<file path="config.mk">
export PLATFORM = sky130hd
export DESIGN_NAME = tfp_fan_ctrl
export DESIGN_NICKNAME = d
export VERILOG_FILES = /design/src/core/tfp_fan_ctrl.v /design/src/core/tfp_sync.v /design/src/core/tfp_timebase.v
export VERILOG_INCLUDE_DIRS = /design/src /design/src/core
export SDC_FILE = /design/constraint.sdc
export NUM_CORES = 1
export LEC_CHECK = 0
export BUFFER_PORTS_ARGS = -buffer_cell sky130_fd_sc_hd__buf_2
export CAP_MARGIN = 10
export CORE_UTILIZATION = 40
export CTS_BUF_LIST = sky130_fd_sc_hd__clkbuf_4 sky130_fd_sc_hd__clkbuf_8 sky130_fd_sc_hd__clkbuf_16
export CTS_CLUSTER_DIAMETER = 60
export DETAILED_ROUTE_END_ITERATION = 7
export PLACE_DENSITY = 0.61
export REMOVE_ABC_BUFFERS = 1
export SYNTH_ARGS = -nofsm -noshare
export SYNTH_HDL_FRONTEND = slang
export SYNTH_SLANG_ARGS = --single-unit
</file>
<file path="constraint.sdc">
create_clock -name clk -period 4.72 [get_ports clk]
set_input_delay 0.236 -clock clk [delete_from_list [all_inputs] [get_ports clk]]
set_output_delay 0.236 -clock clk [all_outputs]
set_load 0.005 [all_outputs]
</file>
<file path="src/core/tfp_defines.vh">
// Purpose: Constants for the thermal fan PWM controller
// Assumes: Time base derived from clk by a divider; comparator results as digital inputs
// Notes: Analog levels kept as documented figures for reference only
`ifndef TFP_DEFINES_VH
`define TFP_DEFINES_VH
// ============================================================
// Levels in percent of supply
`define TFP_FULL_PCT 70
`define TFP_SPAN_PCT 40
`define TFP_MARGIN_PCT 11
`define TFP_OT_PCT 77
// ============================================================
// Timing
`define TFP_CLK_HZ 20000000
`define TFP_TB_HZ 30
`define TFP_TB_DIV (`TFP_CLK_HZ / `TFP_TB_HZ)
`define TFP_RESET_US 30
`define TFP_RESET_CYC ((`TFP_RESET_US * (`TFP_CLK_HZ / 1000000)))
`define TFP_KICK_PERIODS 7'h40
`define TFP_DUTY_STEPS 8'hFF
`define TFP_RAMP_LEN 256
`endif

</file>
<file path="src/core/tfp_fan_ctrl.v">
// Purpose: Fan PWM control state machine with sleep, kick and fault
// Assumes: Analog compares arrive as digital levels from comparators
// Notes: Duty comes in as an 8-bit code of the controlling input
`timescale 1ns/1ns
`include "tfp_defines.vh"
module tfp_fan_ctrl #(
  parameter TB_DIV = `TFP_TB_DIV
) (
  input wire clk,
  input wire nrst,
  input wire shutdown_level,
  input wire restart_level,
  input wire prim_above_sleep,
  input wire sec_above_sleep,
  input wire prim_above_rouse,
  input wire sec_above_rouse,
  input wire prim_above_full,
  input wire prim_above_ot,
  input wire [7:0] primary_control_input,
  input wire [7:0] secondary_control_input,
  output reg fan_drive,
  output wire fan_drive_oe_n,
  output wire overtemp_fault_n_o,
  output wire overtemp_fault_n_oe_n,
  output wire sleeping,
  output wire kicking
);
  // ============================================================
  // States
  localparam [3:0] ST_OFF = 4'b0001;
  localparam [3:0] ST_KICK = 4'b0010;
  localparam [3:0] ST_RUN = 4'b0100;
  localparam [3:0] ST_SLEEP = 4'b1000;

  // ============================================================
  // Synchronised comparator levels and duty codes
  wire [5:0] cmp_s;
  wire [15:0] duty_s;
  tfp_sync #(.W(6)) u_cmp_sync (
    .clk(clk),
    .nrst(nrst),
    .d({prim_above_sleep, sec_above_sleep, prim_above_rouse,
        sec_above_rouse, prim_above_full, prim_above_ot}),
    .q(cmp_s)
  );
  tfp_sync #(.W(16)) u_duty_sync (
    .clk(clk),
    .nrst(nrst),
    .d({primary_control_input, secondary_control_input}),
    .q(duty_s)
  );
  wire p_slp = cmp_s[5];
  wire s_slp = cmp_s[4];
  wire p_rouse = cmp_s[3];
  wire s_rouse = cmp_s[2];
  wire p_full = cmp_s[1];
  wire p_ot = cmp_s[0];

  // ============================================================
  // Shutdown: asynchronous entry, restart needs the higher level
  reg [1:0] sd_sync_r;
  reg run_en_r;
  always @(posedge clk or negedge nrst) begin
    if (!nrst) begin
      sd_sync_r <= 2'b00;
    end else begin
      sd_sync_r <= {sd_sync_r[0], restart_level};
    end
  end
  // Shutdown clears at once; release is synchronised so no flop sees
  // a reset edge inside its recovery window
  wire sd_clr_n = nrst & shutdown_level;
  reg [1:0] core_rst_r;
  always @(posedge clk or negedge sd_clr_n) begin
    if (!sd_clr_n) begin
      core_rst_r <= 2'b00;
    end else begin
      core_rst_r <= {core_rst_r[0], 1'b1};
    end
  end
  wire core_rst_n = core_rst_r[1];
  // Run enable set only after restart seen
  always @(posedge clk or negedge core_rst_n) begin
    if (!core_rst_n) begin
      run_en_r <= 1'b0;
    end else if (sd_sync_r[1]) begin
      run_en_r <= 1'b1;
    end
  end

  // ============================================================
  // Time base shared by logic and PWM
  wire tick;
  wire tb_run;
  tfp_timebase #(.DIV(TB_DIV)) u_tb (
    .clk(clk),
    .nrst(core_rst_n),
    .run(tb_run),
    .tick(tick)
  );

  // ============================================================
  // Duty selection
  function [7:0] max8;
    input [7:0] a;
    input [7:0] b;
    begin
      max8 = (a > b) ? a : b;
    end
  endfunction
  // Codes are multi-bit words: one is taken only when it reads the same
  // twice, so a code caught between two values never reaches the compare
  reg [15:0] duty_last_r;
  reg [15:0] duty_good_r;
  always @(posedge clk or negedge nrst) begin
    if (!nrst) begin
      duty_last_r <= 16'h0000;
      duty_good_r <= 16'h0000;
    end else begin
      duty_last_r <= duty_s;
      if (duty_s == duty_last_r) begin
        duty_good_r <= duty_s;
      end
    end
  end
  wire [7:0] duty_code = max8(duty_good_r[15:8], duty_good_r[7:0]);

  // ============================================================
  // State machine
  reg [3:0] state_r;
  reg [3:0] state_nxt;
  reg [6:0] kick_r;
  reg [7:0] ramp_r;
  wire any_above_sleep = p_slp | s_slp;
  wire any_rouse = p_rouse | s_rouse;

  always @* begin
    state_nxt = state_r;
    case (state_r)
      ST_OFF: begin
        // Fresh reset waits for the rouse level before kicking
        if (run_en_r && any_rouse) begin
          state_nxt = ST_KICK;
        end
      end
      ST_KICK: begin
        if (tick && kick_r == `TFP_KICK_PERIODS - 7'h01) begin
          state_nxt = ST_RUN;
        end
      end
      ST_RUN: begin
        if (!any_above_sleep) begin
          state_nxt = ST_SLEEP;
        end
      end
      ST_SLEEP: begin
        if (any_rouse) begin
          state_nxt = ST_KICK;
        end
      end
      default: begin
        state_nxt = ST_OFF;
      end
    endcase
  end

  // ============================================================
  // State register and one-hot decode
  function in_state;
    input [3:0] st;
    input [3:0] code;
    begin
      in_state = (st & code) != 4'b0000;
    end
  endfunction

  // Entering the kick restarts the time base, so it lasts 64 whole periods
  wire kick_go = ~in_state(state_r, ST_KICK) & (state_nxt == ST_KICK);
  assign tb_run = run_en_r & ~kick_go;

  always @(posedge clk or negedge core_rst_n) begin
    if (!core_rst_n) begin
      state_r <= ST_OFF;
    end else begin
      state_r <= state_nxt;
    end
  end

  // ============================================================
  // Kick length in time-base periods
  reg [6:0] kick_nxt;
  always @* begin
    kick_nxt = kick_r;
    if (!in_state(state_r, ST_KICK)) begin
      kick_nxt = 7'h00;
    end else if (tick) begin
      kick_nxt = kick_r + 7'h01;
    end
  end

  always @(posedge clk or negedge core_rst_n) begin
    if (!core_rst_n) begin
      kick_r <= 7'h00;
    end else begin
      kick_r <= kick_nxt;
    end
  end

  // ============================================================
  // Ramp: one full sweep per time-base period
  // Large dividers slow the ramp; leftover cycles sit at the top code
  localparam integer RAMP_STEP = (TB_DIV >= `TFP_RAMP_LEN) ? (TB_DIV / `TFP_RAMP_LEN) : 1;
  reg [15:0] step_r;
  reg [7:0] duty_hold_r;
  always @(posedge clk or negedge core_rst_n) begin
    if (!core_rst_n) begin
      ramp_r <= 8'h00;
      step_r <= 16'h0000;
      duty_hold_r <= 8'h00;
    end else if (tick) begin
      // Duty sampled once a period, so each period gives one clean pulse
      ramp_r <= 8'h00;
      step_r <= 16'h0000;
      duty_hold_r <= duty_code;
    end else if (step_r == RAMP_STEP - 1) begin
      step_r <= 16'h0000;
      if (ramp_r != `TFP_DUTY_STEPS && in_state(state_r, ST_RUN)) begin
        ramp_r <= ramp_r + 8'h01;
      end
    end else begin
      step_r <= step_r + 16'h0001;
    end
  end

  // ============================================================
  // Drive and fault outputs
  reg fault_r;
  reg drive_nxt;
  reg fault_nxt;
  wire pwm_on = duty_hold_r > ramp_r;
  always @* begin
    drive_nxt = 1'b0;
    fault_nxt = 1'b0;
    case (state_r)
      ST_KICK: begin
        drive_nxt = 1'b1;
        // Fault watch runs beside the kick, not after it
        fault_nxt = p_ot;
      end
      ST_RUN: begin
        // Overtemp sits above full duty, so fault implies full drive
        drive_nxt = p_full | p_ot | pwm_on;
        fault_nxt = p_ot;
      end
      default: begin
        drive_nxt = 1'b0;
        fault_nxt = 1'b0;
      end
    endcase
  end

  always @(posedge clk or negedge core_rst_n) begin
    if (!core_rst_n) begin
      fan_drive <= 1'b0;
      fault_r <= 1'b0;
    end else begin
      fan_drive <= drive_nxt;
      fault_r <= fault_nxt;
    end
  end

  // Fault pin: open drain, enable low pulls the pin low
  assign overtemp_fault_n_o = 1'b0;
  assign overtemp_fault_n_oe_n = ~fault_r;
  // Drive floats in sleep and in shutdown
  assign fan_drive_oe_n = ~core_rst_n | in_state(state_r, ST_SLEEP);
  assign sleeping = in_state(state_r, ST_SLEEP);
  assign kicking = in_state(state_r, ST_KICK);
endmodule // tfp_fan_ctrl

</file>
<file path="src/core/tfp_sync.v">
// Purpose: Two-flop synchroniser for a group of comparator levels
// Assumes: Inputs asynchronous to clk
// Notes: First stage read only by second stage
`timescale 1ns/1ns
module tfp_sync #(
  parameter W = 6
) (
  input wire clk,
  input wire nrst,
  input wire [W-1:0] d,
  output reg [W-1:0] q
);
  reg [W-1:0] meta_r;
  always @(posedge clk or negedge nrst) begin
    if (!nrst) begin
      meta_r <= {W{1'b0}};
      q <= {W{1'b0}};
    end else begin
      meta_r <= d;
      q <= meta_r;
    end
  end
endmodule // tfp_sync

</file>
<file path="src/core/tfp_timebase.v">
// Purpose: Slow time base tick standing in for the capacitor oscillator
// Assumes: Divider value large; parameter shortens it for simulation
// Notes: Tick is one clk wide once per time-base period
`timescale 1ns/1ns
module tfp_timebase #(
  parameter DIV = 666666
) (
  input wire clk,
  input wire nrst,
  input wire run,
  output reg tick
);
  reg [23:0] cnt_r;
  always @(posedge clk or negedge nrst) begin
    if (!nrst) begin
      cnt_r <= 24'h00_0000;
      tick <= 1'b0;
    end else if (!run) begin
      cnt_r <= 24'h00_0000;
      tick <= 1'b0;
    end else if (cnt_r >= DIV - 1) begin
      cnt_r <= 24'h00_0000;
      tick <= 1'b1;
    end else begin
      cnt_r <= cnt_r + 24'h00_0001;
      tick <= 1'b0;
    end
  end
endmodule // tfp_timebase

</file>
==> key figures, run 1 <==
STA
  • Final Setup Violations: 0
  • Max Fclk: 444 MHz
  • Slew HR: 28.0%
  • RSZ-0062 raised after global routing: no
  • Max-slew violations: 0
  • Setup TNS: 0 ns
  • Worst Setup Slack, final: 2.47 ns
  • Final hold violation count: 0
  • Final worst path period need: 2.25 ns
  • Skew final: 0.0151 ns
  • Worst slew pin tran: 1.07 ns
  • Final period util: 47.8%

CTS
  • Num CTS Buffers: 17
  • Post-CTS Setup Bufs: 0
  • Worst-path clk slew: 0.06 ns
  • H-tree levels: 4
  • Sink Count: 151
  • Clock root cell: clkbuf_16
  • Skew-Pair Late Insertion Delay: 0.43 ns
  • CTS tree: yes
  • Clock buffer depth: 2
  • CTS resizes: 0

Final layout
  • P&R area growth vs syn: 19.7%
  • Antenna cell count: 0
  • Footprint of the multi-input gates: 0.00233 mm²
  • Highest-count cells in the layout ignoring fill and taps: 149 x dfrtp_1, 64 x nor2_1, 40 x xnor2_1, 29 x o21ai_0, 29 x buf_2
  • FF/Latch Area: 0.00378 mm²
  • Share of cells above drive strength 1: 13.4%
  • Fill cells: 1320
  • Nets: 655
  • Commonest non-fill, non-tap cell in the layout: dfrtp_1

Die
  • Starting Density: 41.1%
  • Die Width: 127 µm
  • Die area: 0.0161 mm²
  • # IOs: 32
  • Core ar.: 0.0152 mm²
  • # rows: 45
  • Die Ht: 127 µm

Power
  • Reg power frac: 46.0%
  • Sw frac: 24.8%
  • Maximum VDD drop: 0.000320 V
  • Static leakage: 3.24 nW
  • Power Total: 3.25 mW
  • NetSw: 0.806 mW
  • Pwr per Cell Area: 435 mW/mm²
  • Power share of the combinational group: 9.5%
  • Clk pwr share: 44.5%
  • Internal Power: 2.45 mW

Placed design
  • Pre-CTS setup slack: 2.45 ns
  • Port bufs: 30
  • Routability Congestion: 0.803
  • Dpl hpwl: 7230 µm

Yosys
  • Mapped Area: 0.00625 mm²
  • Synth top area share: 60.1%
  • Dominant cells by area after synthesis: dfrtp_1 60%, xnor2_1 5.6%, ha_1 4.4%, nor2_1 3.8%, xor2_1 2.8%
  • Syn_area_per_cell: 11.5 µm²
  • Number of warnings issued by yosys: 0
  • Yosys top cell by area: dfrtp_1
  • Distinct cells, synth: 54
  • Yosys reg bits: 151
  • Seq/Total Area, Yosys: 60.5%
  • Synthesized instance count: 543

Drt
  • Post-DR wirelength/cell: 13.5 µm
  • Vias per cell: 5.04
  • Iter 0 DRT Violations: 236
  • Routed vias: 4070
  • Total wire length: 10900 µm
  • Drt first pass iters: 4
  • DRC: 0
  • Antenna-violating nets left: 0

Global routing
  • GR Overflow Total: 0
  • Gr usage total: 15.1%
  • Largest net degree at the start of global routing: 80
  • First-pass GRT wire length: 18900 µm
  • Initial antenna violation count: 0
  • Vias in the first global route: 4105

Critical path
  • WS Path Type: register to register
  • CP Data Required Time: 5.03 ns
  • Worst Path Max Fanout: 24
  • Reg2reg path depth: 4
  • CP Capture Type: register
  • Startpoint Class: register
  • Critical path arrival: 2.57 ns

Status
  • Status: finished clean

Job
  • Max-cap viol count: 0

Hold path
  • Min-Delay Path Class: input pin to asynchronous set/reset pin
## cells by family (layout without fill, tap and decap cells)
group | Yosys count | in the layout | share of synthesized area, %
buffers and inverters | 39 | 111 | 2.60
xor gates and xnor gates | 60 | 60 | 8.41
other | 2 | 6 | 0.120
DFF | 151 | 151 | 60.5
AOI/OAI and AO/OA | 66 | 66 | 6.47
muxes | 9 | 9 | 1.60
adders and majority gates | 22 | 22 | 4.40
and+or+nand+nor | 194 | 194 | 15.9
## metrics by stage
step                      hold slack [ns]  util, %  cells  instance area [µm²]
after detailed placement            0.138     43.4    751                 6600
final                               0.225     49.2    807                 7480
after global routing                0.260     49.2    807                 7480
after CTS                           0.216     49.2    807                 7480
after floorplan                   -0.0596        -    532                 6190
after global placement              0.128     43.4    751                 6600
## cells in the mapped netlist (all sizes together)
master / count
a31oi: 8
nand3: 29
nor2: 66
dfstp: 1
mux2i: 1
a21oi: 9
and4b: 1
or3: 4
clkbuf: 9
nand2: 26
nand4: 16
nand2b: 5
dfrtp: 150
nor2b: 4
a21o: 3
ha: 22
o211ai: 3
xnor2: 40
buf: 6
o22ai: 2
o41ai: 1
a221o: 1
and3: 7
inv: 24
nor4bb: 1
a31o: 1
and3b: 1
o21ai: 30
nor4b: 2
o211a: 1
nor3: 8
or4: 2
or2: 1
o21ba: 1
xor2: 20
a21boi: 2
and2: 8
and4bb: 1
a211o: 1
nor4: 9
conb: 2
mux2: 8
and4: 3
a211oi: 3
## timing repair
action | 4_1_cts | 5_1_grt
setup endpoints to repair | 0 | 0
hold endpoints to repair | 103 | 0
hold buffers | 25 | 0
## flip-flops by register name, indices dropped and copies added, names as in the netlist, 2 cells and up
signal              cells
u_duty_sync.q          16
duty_good_r            16
ramp_r                  8
u_duty_sync.meta_r     16
duty_last_r            16
step_r                 16
core_rst_r              2
u_cmp_sync.meta_r       6
state_r                 4
u_tb.cnt_r             24
kick_r                  7
duty_hold_r             8
sd_sync_r               2
u_cmp_sync.q            6
## final cells by class
class	instances	area share, %
Sequential cell	151	50.6
Multi-Input combinational cell	357	31.2
Clock buffer	19	5.89
Timing Repair Buffer	56	5.49
Tap cell	188	3.14
Clock inverter	12	2.56
Inverter	24	1.20
## worst max-delay path: stages (launching register included)
cell     delay (ns)
dfrtp_1        0.41
xnor2_1        0.16
nand4_1        0.17
nor4_4         0.97
mux2_2         0.42
## per-layer routing
layer / global-route usage [%] / part of all wire, %
met4: 7.63 / 2.0
met3: 4.56 / 2.7
met1: 17.7 / 45
met2: 25.3 / 50
met5: 0 / 0
## worst paths after layout
path | start | slack (ns) | end
setup / recovery | u_duty_sync.q[6] | 2.47 | duty_good_r[13]
hold / removal | shutdown_level | 0.23 | core_rst_r[0]
setup reg to reg | u_duty_sync.q[6] | 2.47 | duty_good_r[13]
hold reg to reg | u_cmp_sync.meta_r[5] | 0.35 | u_cmp_sync.q[5]
max in group asynchronous | core_rst_r[1] | 3.37 | u_tb.cnt_r[23]
min in group clk | u_cmp_sync.meta_r[5] | 0.35 | u_cmp_sync.q[5]
## power by group through the flow
stage	clock [mW]	combinational [mW]	sequential, mW
after floorplan	0	0.208	1.49
after global placement	0	0.289	1.52
after detailed placement	0	0.299	1.52
after CTS	1.49	0.318	1.50
after global routing	1.54	0.361	1.52
final	1.45	0.311	1.50
Power figures use the tool's default switching activity.
==> run 2, diff against run 1 <==
==> constraint.sdc (replaced) <==
create_clock -name clk -period 2.22 [get_ports clk]
set_input_delay 0.111 -clock clk [delete_from_list [all_inputs] [get_ports clk]]
set_output_delay 0.111 -clock clk [all_outputs]
set_load 0.005 [all_outputs]
==> key figures, run 2 (synthesized netlist as in run 1, its figures left out) <==
Status
  • Status: finished clean

Critical path
  • Startpoint Class: register
  • R2R setup slack: 0.23 ns
  • Reg2reg path depth: 6
  • CP Capture Type: register
  • Worst Path Max Fanout: 8
  • Reg-to-Reg End: ramp_r[5]
  • WS Path Type: register to register
  • RR Startpoint: step_r[0]
  • Critical path arrival: 2.29 ns
  • CP Data Required Time: 2.53 ns

Final layout
  • P&R area growth vs syn: 20.5%
  • Finished Layout Cells: 821
  • Biggest register: u_tb.cnt_r
  • Fill cells: 1331
  • Fin area: 0.00753 mm²
  • Commonest non-fill, non-tap cell in the layout: dfrtp_1
  • FF/Latch Area: 0.00378 mm²
  • Highest-count cells in the layout ignoring fill and taps: 149 x dfrtp_1, 64 x nor2_1, 40 x xnor2_1, 29 x o21ai_0, 29 x buf_2
  • Footprint of the multi-input gates: 0.00234 mm²
  • Antenna cell count: 0
  • Nets: 668
  • Max FFs per register: 24
  • Share of cells above drive strength 1: 15.5%

Placed design
  • Dpl cell area: 0.00670 mm²
  • Pre-CTS setup slack: 0.140 ns
  • Inst Count DP: 764
  • Routability Congestion: 0.814
  • Port bufs: 30
  • Dpl hpwl: 7650 µm

Job
  • Max-cap viol count: 0

Power
  • Static leakage: 3.28 nW
  • Pwr per Cell Area: 890 mW/mm²
  • Maximum VDD drop: 0.000631 V
  • Power Total: 6.70 mW

CTS
  • Sink Count: 151
  • Worst-path clk slew: 0.06 ns
  • Num CTS Buffers: 17
  • Clock buffer depth: 2
  • H-tree levels: 4
  • Clock root cell: clkbuf_16
  • Skew-Pair Late Insertion Delay: 0.42 ns
  • CTS tree: yes

Drt
  • Antenna-violating nets left: 0
  • DRC: 0
  • Vias per cell: 5.02
  • Post-DR wirelength/cell: 13.4 µm
  • Drt first pass iters: 4
  • Iter 0 DRT Violations: 148
  • Total wire length: 11000 µm
  • Routed vias: 4122

STA
  • Final worst path period need: 1.99 ns
  • Worst slew pin tran: 0.678 ns
  • Final Setup Violations: 0
  • Worst Setup Slack, final: 0.235 ns
  • RSZ-0062 raised after global routing: no
  • Skew final: 0.0151 ns
  • Max Fclk: 504 MHz
  • Max-slew violations: 0
  • Slew HR: 54.8%
  • Final period util: 89.4%
  • Final hold violation count: 0

Global routing
  • Gr usage total: 15.1%
  • Vias in the first global route: 4090
  • GR Overflow Total: 0
  • First-pass GRT wire length: 19000 µm
  • Largest net degree at the start of global routing: 58
  • Initial antenna violation count: 0

Hold path
  • Min-Delay Path Class: input pin to asynchronous set/reset pin

Die
  • Die Width: 127 µm
  • Starting Density: 41.1%
  • # IOs: 32
  • Core ar.: 0.0152 mm²
  • # rows: 45
  • Die Ht: 127 µm
  • Die area: 0.0161 mm²
-- run 2: routing by layer --
metal	vias to the layer above	GRT usage (%)	part of all wire, %	wire [µm]
li1	2007	-	-	-
met5	-	0	0	0
met4	0	5.46	0.96	106
met1	2054	18.0	45	5010
met3	7	4.31	2.6	284
met2	54	26.0	51	5610
-- run 2: where the power goes --
| group | internal [mW] | total [mW] | switching, mW |
|---|---|---|---|
| combinational | 0.366 | 0.799 | 0.433 |
| sequential | 2.95 | 3.10 | 0.143 |
| clock | 1.62 | 2.81 | 1.18 |
-- run 2: critical path, stage by stage (launching register included) --
cell and delay, ns:
dfrtp_1 0.42, ha_1 0.29, and3b_1 0.19, nand4_1 0.29, nor3_2 0.36, a211oi_1 0.11, a31o_2 0.22
-- run 2: metrics by stage --
step	hold WS (ns)	TNS [ns]	util (%)
2_1_floorplan	-0.185	-0.849	-
6_report	0.114	0	49.5
4_1_cts	0.102	0	49.5
3_3_place_gp	0.00941	0	44.0
5_1_grt	0.128	0	49.5
3_5_place_dp	0.0102	0	44.0
-- run 2: final cells by class --
class	instances	area share, %
inverter	24	1.20
timing repair buffer	69	6.74
tap	188	3.12
multi-input combinational	357	31.0
clock buffer	19	5.93
sequential	151	50.2
clock inverter	13	1.79
-- run 2: how the worst max path moves through the flow --
stage                startpoint              to  slack (ns)  depth (start not counted)
3_5_place_dp          step_r[0]       ramp_r[5]        0.14                          6
6_report              step_r[0]       ramp_r[5]        0.23                          6
4_1_cts               step_r[0]       ramp_r[5]        0.13                          6
2_1_floorplan  u_duty_sync.q[6]  duty_good_r[0]       -0.11                          4
3_3_place_gp          step_r[0]       ramp_r[5]        0.20                          6
5_1_grt               step_r[0]       ramp_r[5]        0.01                          6
-- run 2: what timing repair did --
item,in CTS,in global routing
setup buffers,0,0
hold buffers,25,0
resized for setup,0,1
setup endpoints to repair,0,2
hold endpoints to repair,79,0
==> run 3, diff against run 2 <==
--- a/config.mk
+++ b/config.mk
@@ -6,6 +6,7 @@
 export SDC_FILE = /design/constraint.sdc
 export NUM_CORES = 1
 export LEC_CHECK = 0
+export ABC_AREA = 1
 export BUFFER_PORTS_ARGS = -buffer_cell sky130_fd_sc_hd__buf_2
 export CAP_MARGIN = 10
 export CORE_UTILIZATION = 40
==> key figures, run 3 <==
CTS
  • Clock root cell: clkbuf_16
  • Num CTS Buffers: 17
  • Worst-path clk slew: 0.07 ns
  • Skew-Pair Late Insertion Delay: 0.42 ns
  • H-tree levels: 4
  • Clock buffer depth: 2
  • Sink Count: 151
  • CTS tree: yes

Drt
  • Post-DR wirelength/cell: 11.4 µm
  • Routed vias: 4593
  • DRC: 0
  • Antenna-violating nets left: 0
  • Drt first pass iters: 4
  • Vias per cell: 4.64
  • Iter 0 DRT Violations: 249
  • Total wire length: 11300 µm

Power
  • Power Total: 6.76 mW
  • Reg power frac: 45.3%
  • Maximum VDD drop: 0.000736 V
  • Power share of the combinational group: 10.9%
  • Static leakage: 3.66 nW
  • Sw frac: 26.4%
  • Clk pwr share: 43.7%
  • Pwr per Cell Area: 861 mW/mm²
  • NetSw: 1.79 mW
  • Internal Power: 4.98 mW

Final layout
  • Antenna cell count: 0
  • Share of cells above drive strength 1: 14.1%
  • Nets: 808
  • Biggest register: u_tb.cnt_r
  • P&R area growth vs syn: 19.6%
  • Commonest non-fill, non-tap cell in the layout: nand2_1
  • Fin area: 0.00786 mm²
  • Max FFs per register: 24
  • Post-layout util: 49.3%
  • Highest-count cells in the layout ignoring fill and taps: 151 x nand2_1, 149 x dfrtp_1, 72 x inv_1, 72 x nor2_1, 54 x nand3_1

Yosys
  • Yosys top cell by area: dfrtp_1
  • Async S/R FF share, synth: 100%
  • Mapped Area: 0.00657 mm²
  • Synth top cells by count: 151 x nand2_1, 150 x dfrtp_1, 72 x inv_1, 72 x nor2_1, 54 x nand3_1
  • Syn_area_per_cell: 9.56 µm²
  • Seq/Total Area, Yosys: 57.5%
  • Synth top area share: 57.1%
  • Count leader, synth: nand2_1
  • Synthesized instance count: 687
  • Dominant cells by area after synthesis: dfrtp_1 57%, nand2_1 8.6%, ha_1 4.2%, inv_1 4.1%, nand3_1 4.1%
  • Distinct cells, synth: 37
  • Number of synthesized flops with an enable pin: 0
  • Number of warnings issued by yosys: 0
  • Ys flop type: dfrtp_1
  • Yosys reg bits: 151

Placed design
  • Dpl hpwl: 7790 µm
  • Dpl cell area: 0.00699 mm²
  • Port bufs: 30
  • Routability Congestion: 0.798

Global routing
  • First-pass GRT wire length: 20000 µm
  • Gr usage total: 15.1%
  • Vias in the first global route: 4599
  • GR Overflow Total: 0
  • Initial antenna violation count: 0
  • Largest net degree at the start of global routing: 80

STA
  • Final worst path period need: 1.77 ns
  • Max Fclk: 565 MHz
  • Skew final: 0.00948 ns
  • Final hold violation count: 0
  • Worst slew pin tran: 0.917 ns
  • Slew HR: 38.9%
  • Setup TNS: 0 ns
  • Max-slew violations: 0
  • Final period util: 79.7%
  • RSZ-0062 raised after global routing: no
  • Final Setup Violations: 0

Die
  • Die area: 0.0169 mm²
  • # IOs: 32
  • Core ar.: 0.0159 mm²
  • Die Ht: 130 µm
  • Starting Density: 41.2%
  • # rows: 46
  • Die Width: 130 µm

Critical path
  • Critical Path End: duty_hold_r[0]
  • CP Capture Type: register
  • Critical path origin: duty_good_r[7]
  • Reg-to-Reg End: duty_hold_r[0]
  • Startpoint Class: register
  • Critical path arrival: 2.08 ns
  • Reg2reg path depth: 9
  • Worst Path Max Fanout: 9
  • WS Path Type: register to register
  • RR Startpoint: duty_good_r[7]
  • R2R setup slack: 0.45 ns
  • CP Data Required Time: 2.53 ns

Hold path
  • Min-Delay Path Class: input pin to asynchronous set/reset pin

Job
  • Max-cap viol count: 0

Status
  • Status: finished clean
[run 3: changes by cell type in the layout (fill, tap and decap cells not counted), moves of 9 or more]
cell and change:
nand2_1 +125, inv_1 +48, nand3_1 +26, xnor2_1 -18, o21ai_0 -17, nor2_2 +13
buf_4 -9
[run 3: area by class of cell]
type	instances	area [µm²]
inverters	76	290
flip-flops and latches	151	3780
well taps	216	270
repair buffers	61	460
clock buffers	20	467
multi-input cells	453	2430
clock inverters	12	154
fillers	1464	8090
[run 3: routing by layer]
metal / GRT usage (%) / up-vias / wire (µm)
li1: - / 2325 / -
met1: 17.7 / 2202 / 5110
met2: 26.3 / 55 / 5640
met3: 4.14 / 11 / 344
met4: 5.75 / 0 / 156
met5: 0 / - / 0
[run 3: timing repair]
item / CTS / global route
gates resized for setup: 0 / 0
hold endpoints to repair: 103 / 0
hold buffers: 25 / 0
setup buffers: 0 / 0
[run 3: worst max-delay path, cell delays in order (launching register included)]
cell     delay (ns)
dfrtp_1        0.35
inv_1          0.06
ha_1           0.30
nand2_1        0.08
nor2_1         0.17
nand4_2        0.21
nand2_1        0.28
nand2_1        0.09
nand3_1        0.07
nand2_1        0.06
[run 3: cell families (layout without fill, tap and decap cells)]
| logic type | count (synthesis) | after routing | synth area share (%) |
|---|---|---|---|
| flip-flops | 151 | 151 | 57.5 |
| AND/OR/NAND/NOR | 343 | 343 | 23.6 |
| AO/OA/AOI/OAI | 44 | 44 | 3.89 |
| other | 2 | 6 | 0.114 |
| adder cells (fa/ha/maj) | 22 | 22 | 4.19 |
| buffers and inverters | 87 | 169 | 5.64 |
| XOR/XNOR | 38 | 38 | 5.07 |
[run 3: how the worst min path moves through the flow]
| stage | startpoint | end | slack [ns] | cells past startpoint |
|---|---|---|---|---|
| floorplan | nrst | duty_good_r[0] | -0.18 | 0 |
| global placement | shutdown_level | core_rst_r[0] | -0.02 | 3 |
| detailed placement | shutdown_level | core_rst_r[0] | -0.02 | 3 |
| CTS | shutdown_level | core_rst_r[0] | 0.08 | 4 |
| global route | shutdown_level | core_rst_r[0] | 0.09 | 4 |
| finish | shutdown_level | core_rst_r[1] | 0.09 | 4 |
[run 3: stage by stage]
stage | hold slack (ns) | setup WS (ns) | std cells
after floorplan | -0.185 | 0.0183 | 680
after global placement | -0.0191 | 0.509 | 932
after detailed placement | -0.0179 | 0.440 | 932
after CTS | 0.0766 | 0.437 | 989
after global routing | 0.0916 | 0.192 | 989
final | 0.0854 | 0.451 | 989
[run 3: power groups by stage]
| stage | clock [mW] | sequential (mW) | combinational (mW) |
|---|---|---|---|
| 6_report | 2.96 | 3.07 | 0.739 |
| 5_1_grt | 3.15 | 3.10 | 0.856 |
| 4_1_cts | 3.02 | 3.07 | 0.754 |
| 3_5_place_dp | 0 | 3.12 | 0.715 |
| 3_3_place_gp | 0 | 3.11 | 0.696 |
| 2_1_floorplan | 0 | 3.11 | 0.430 |
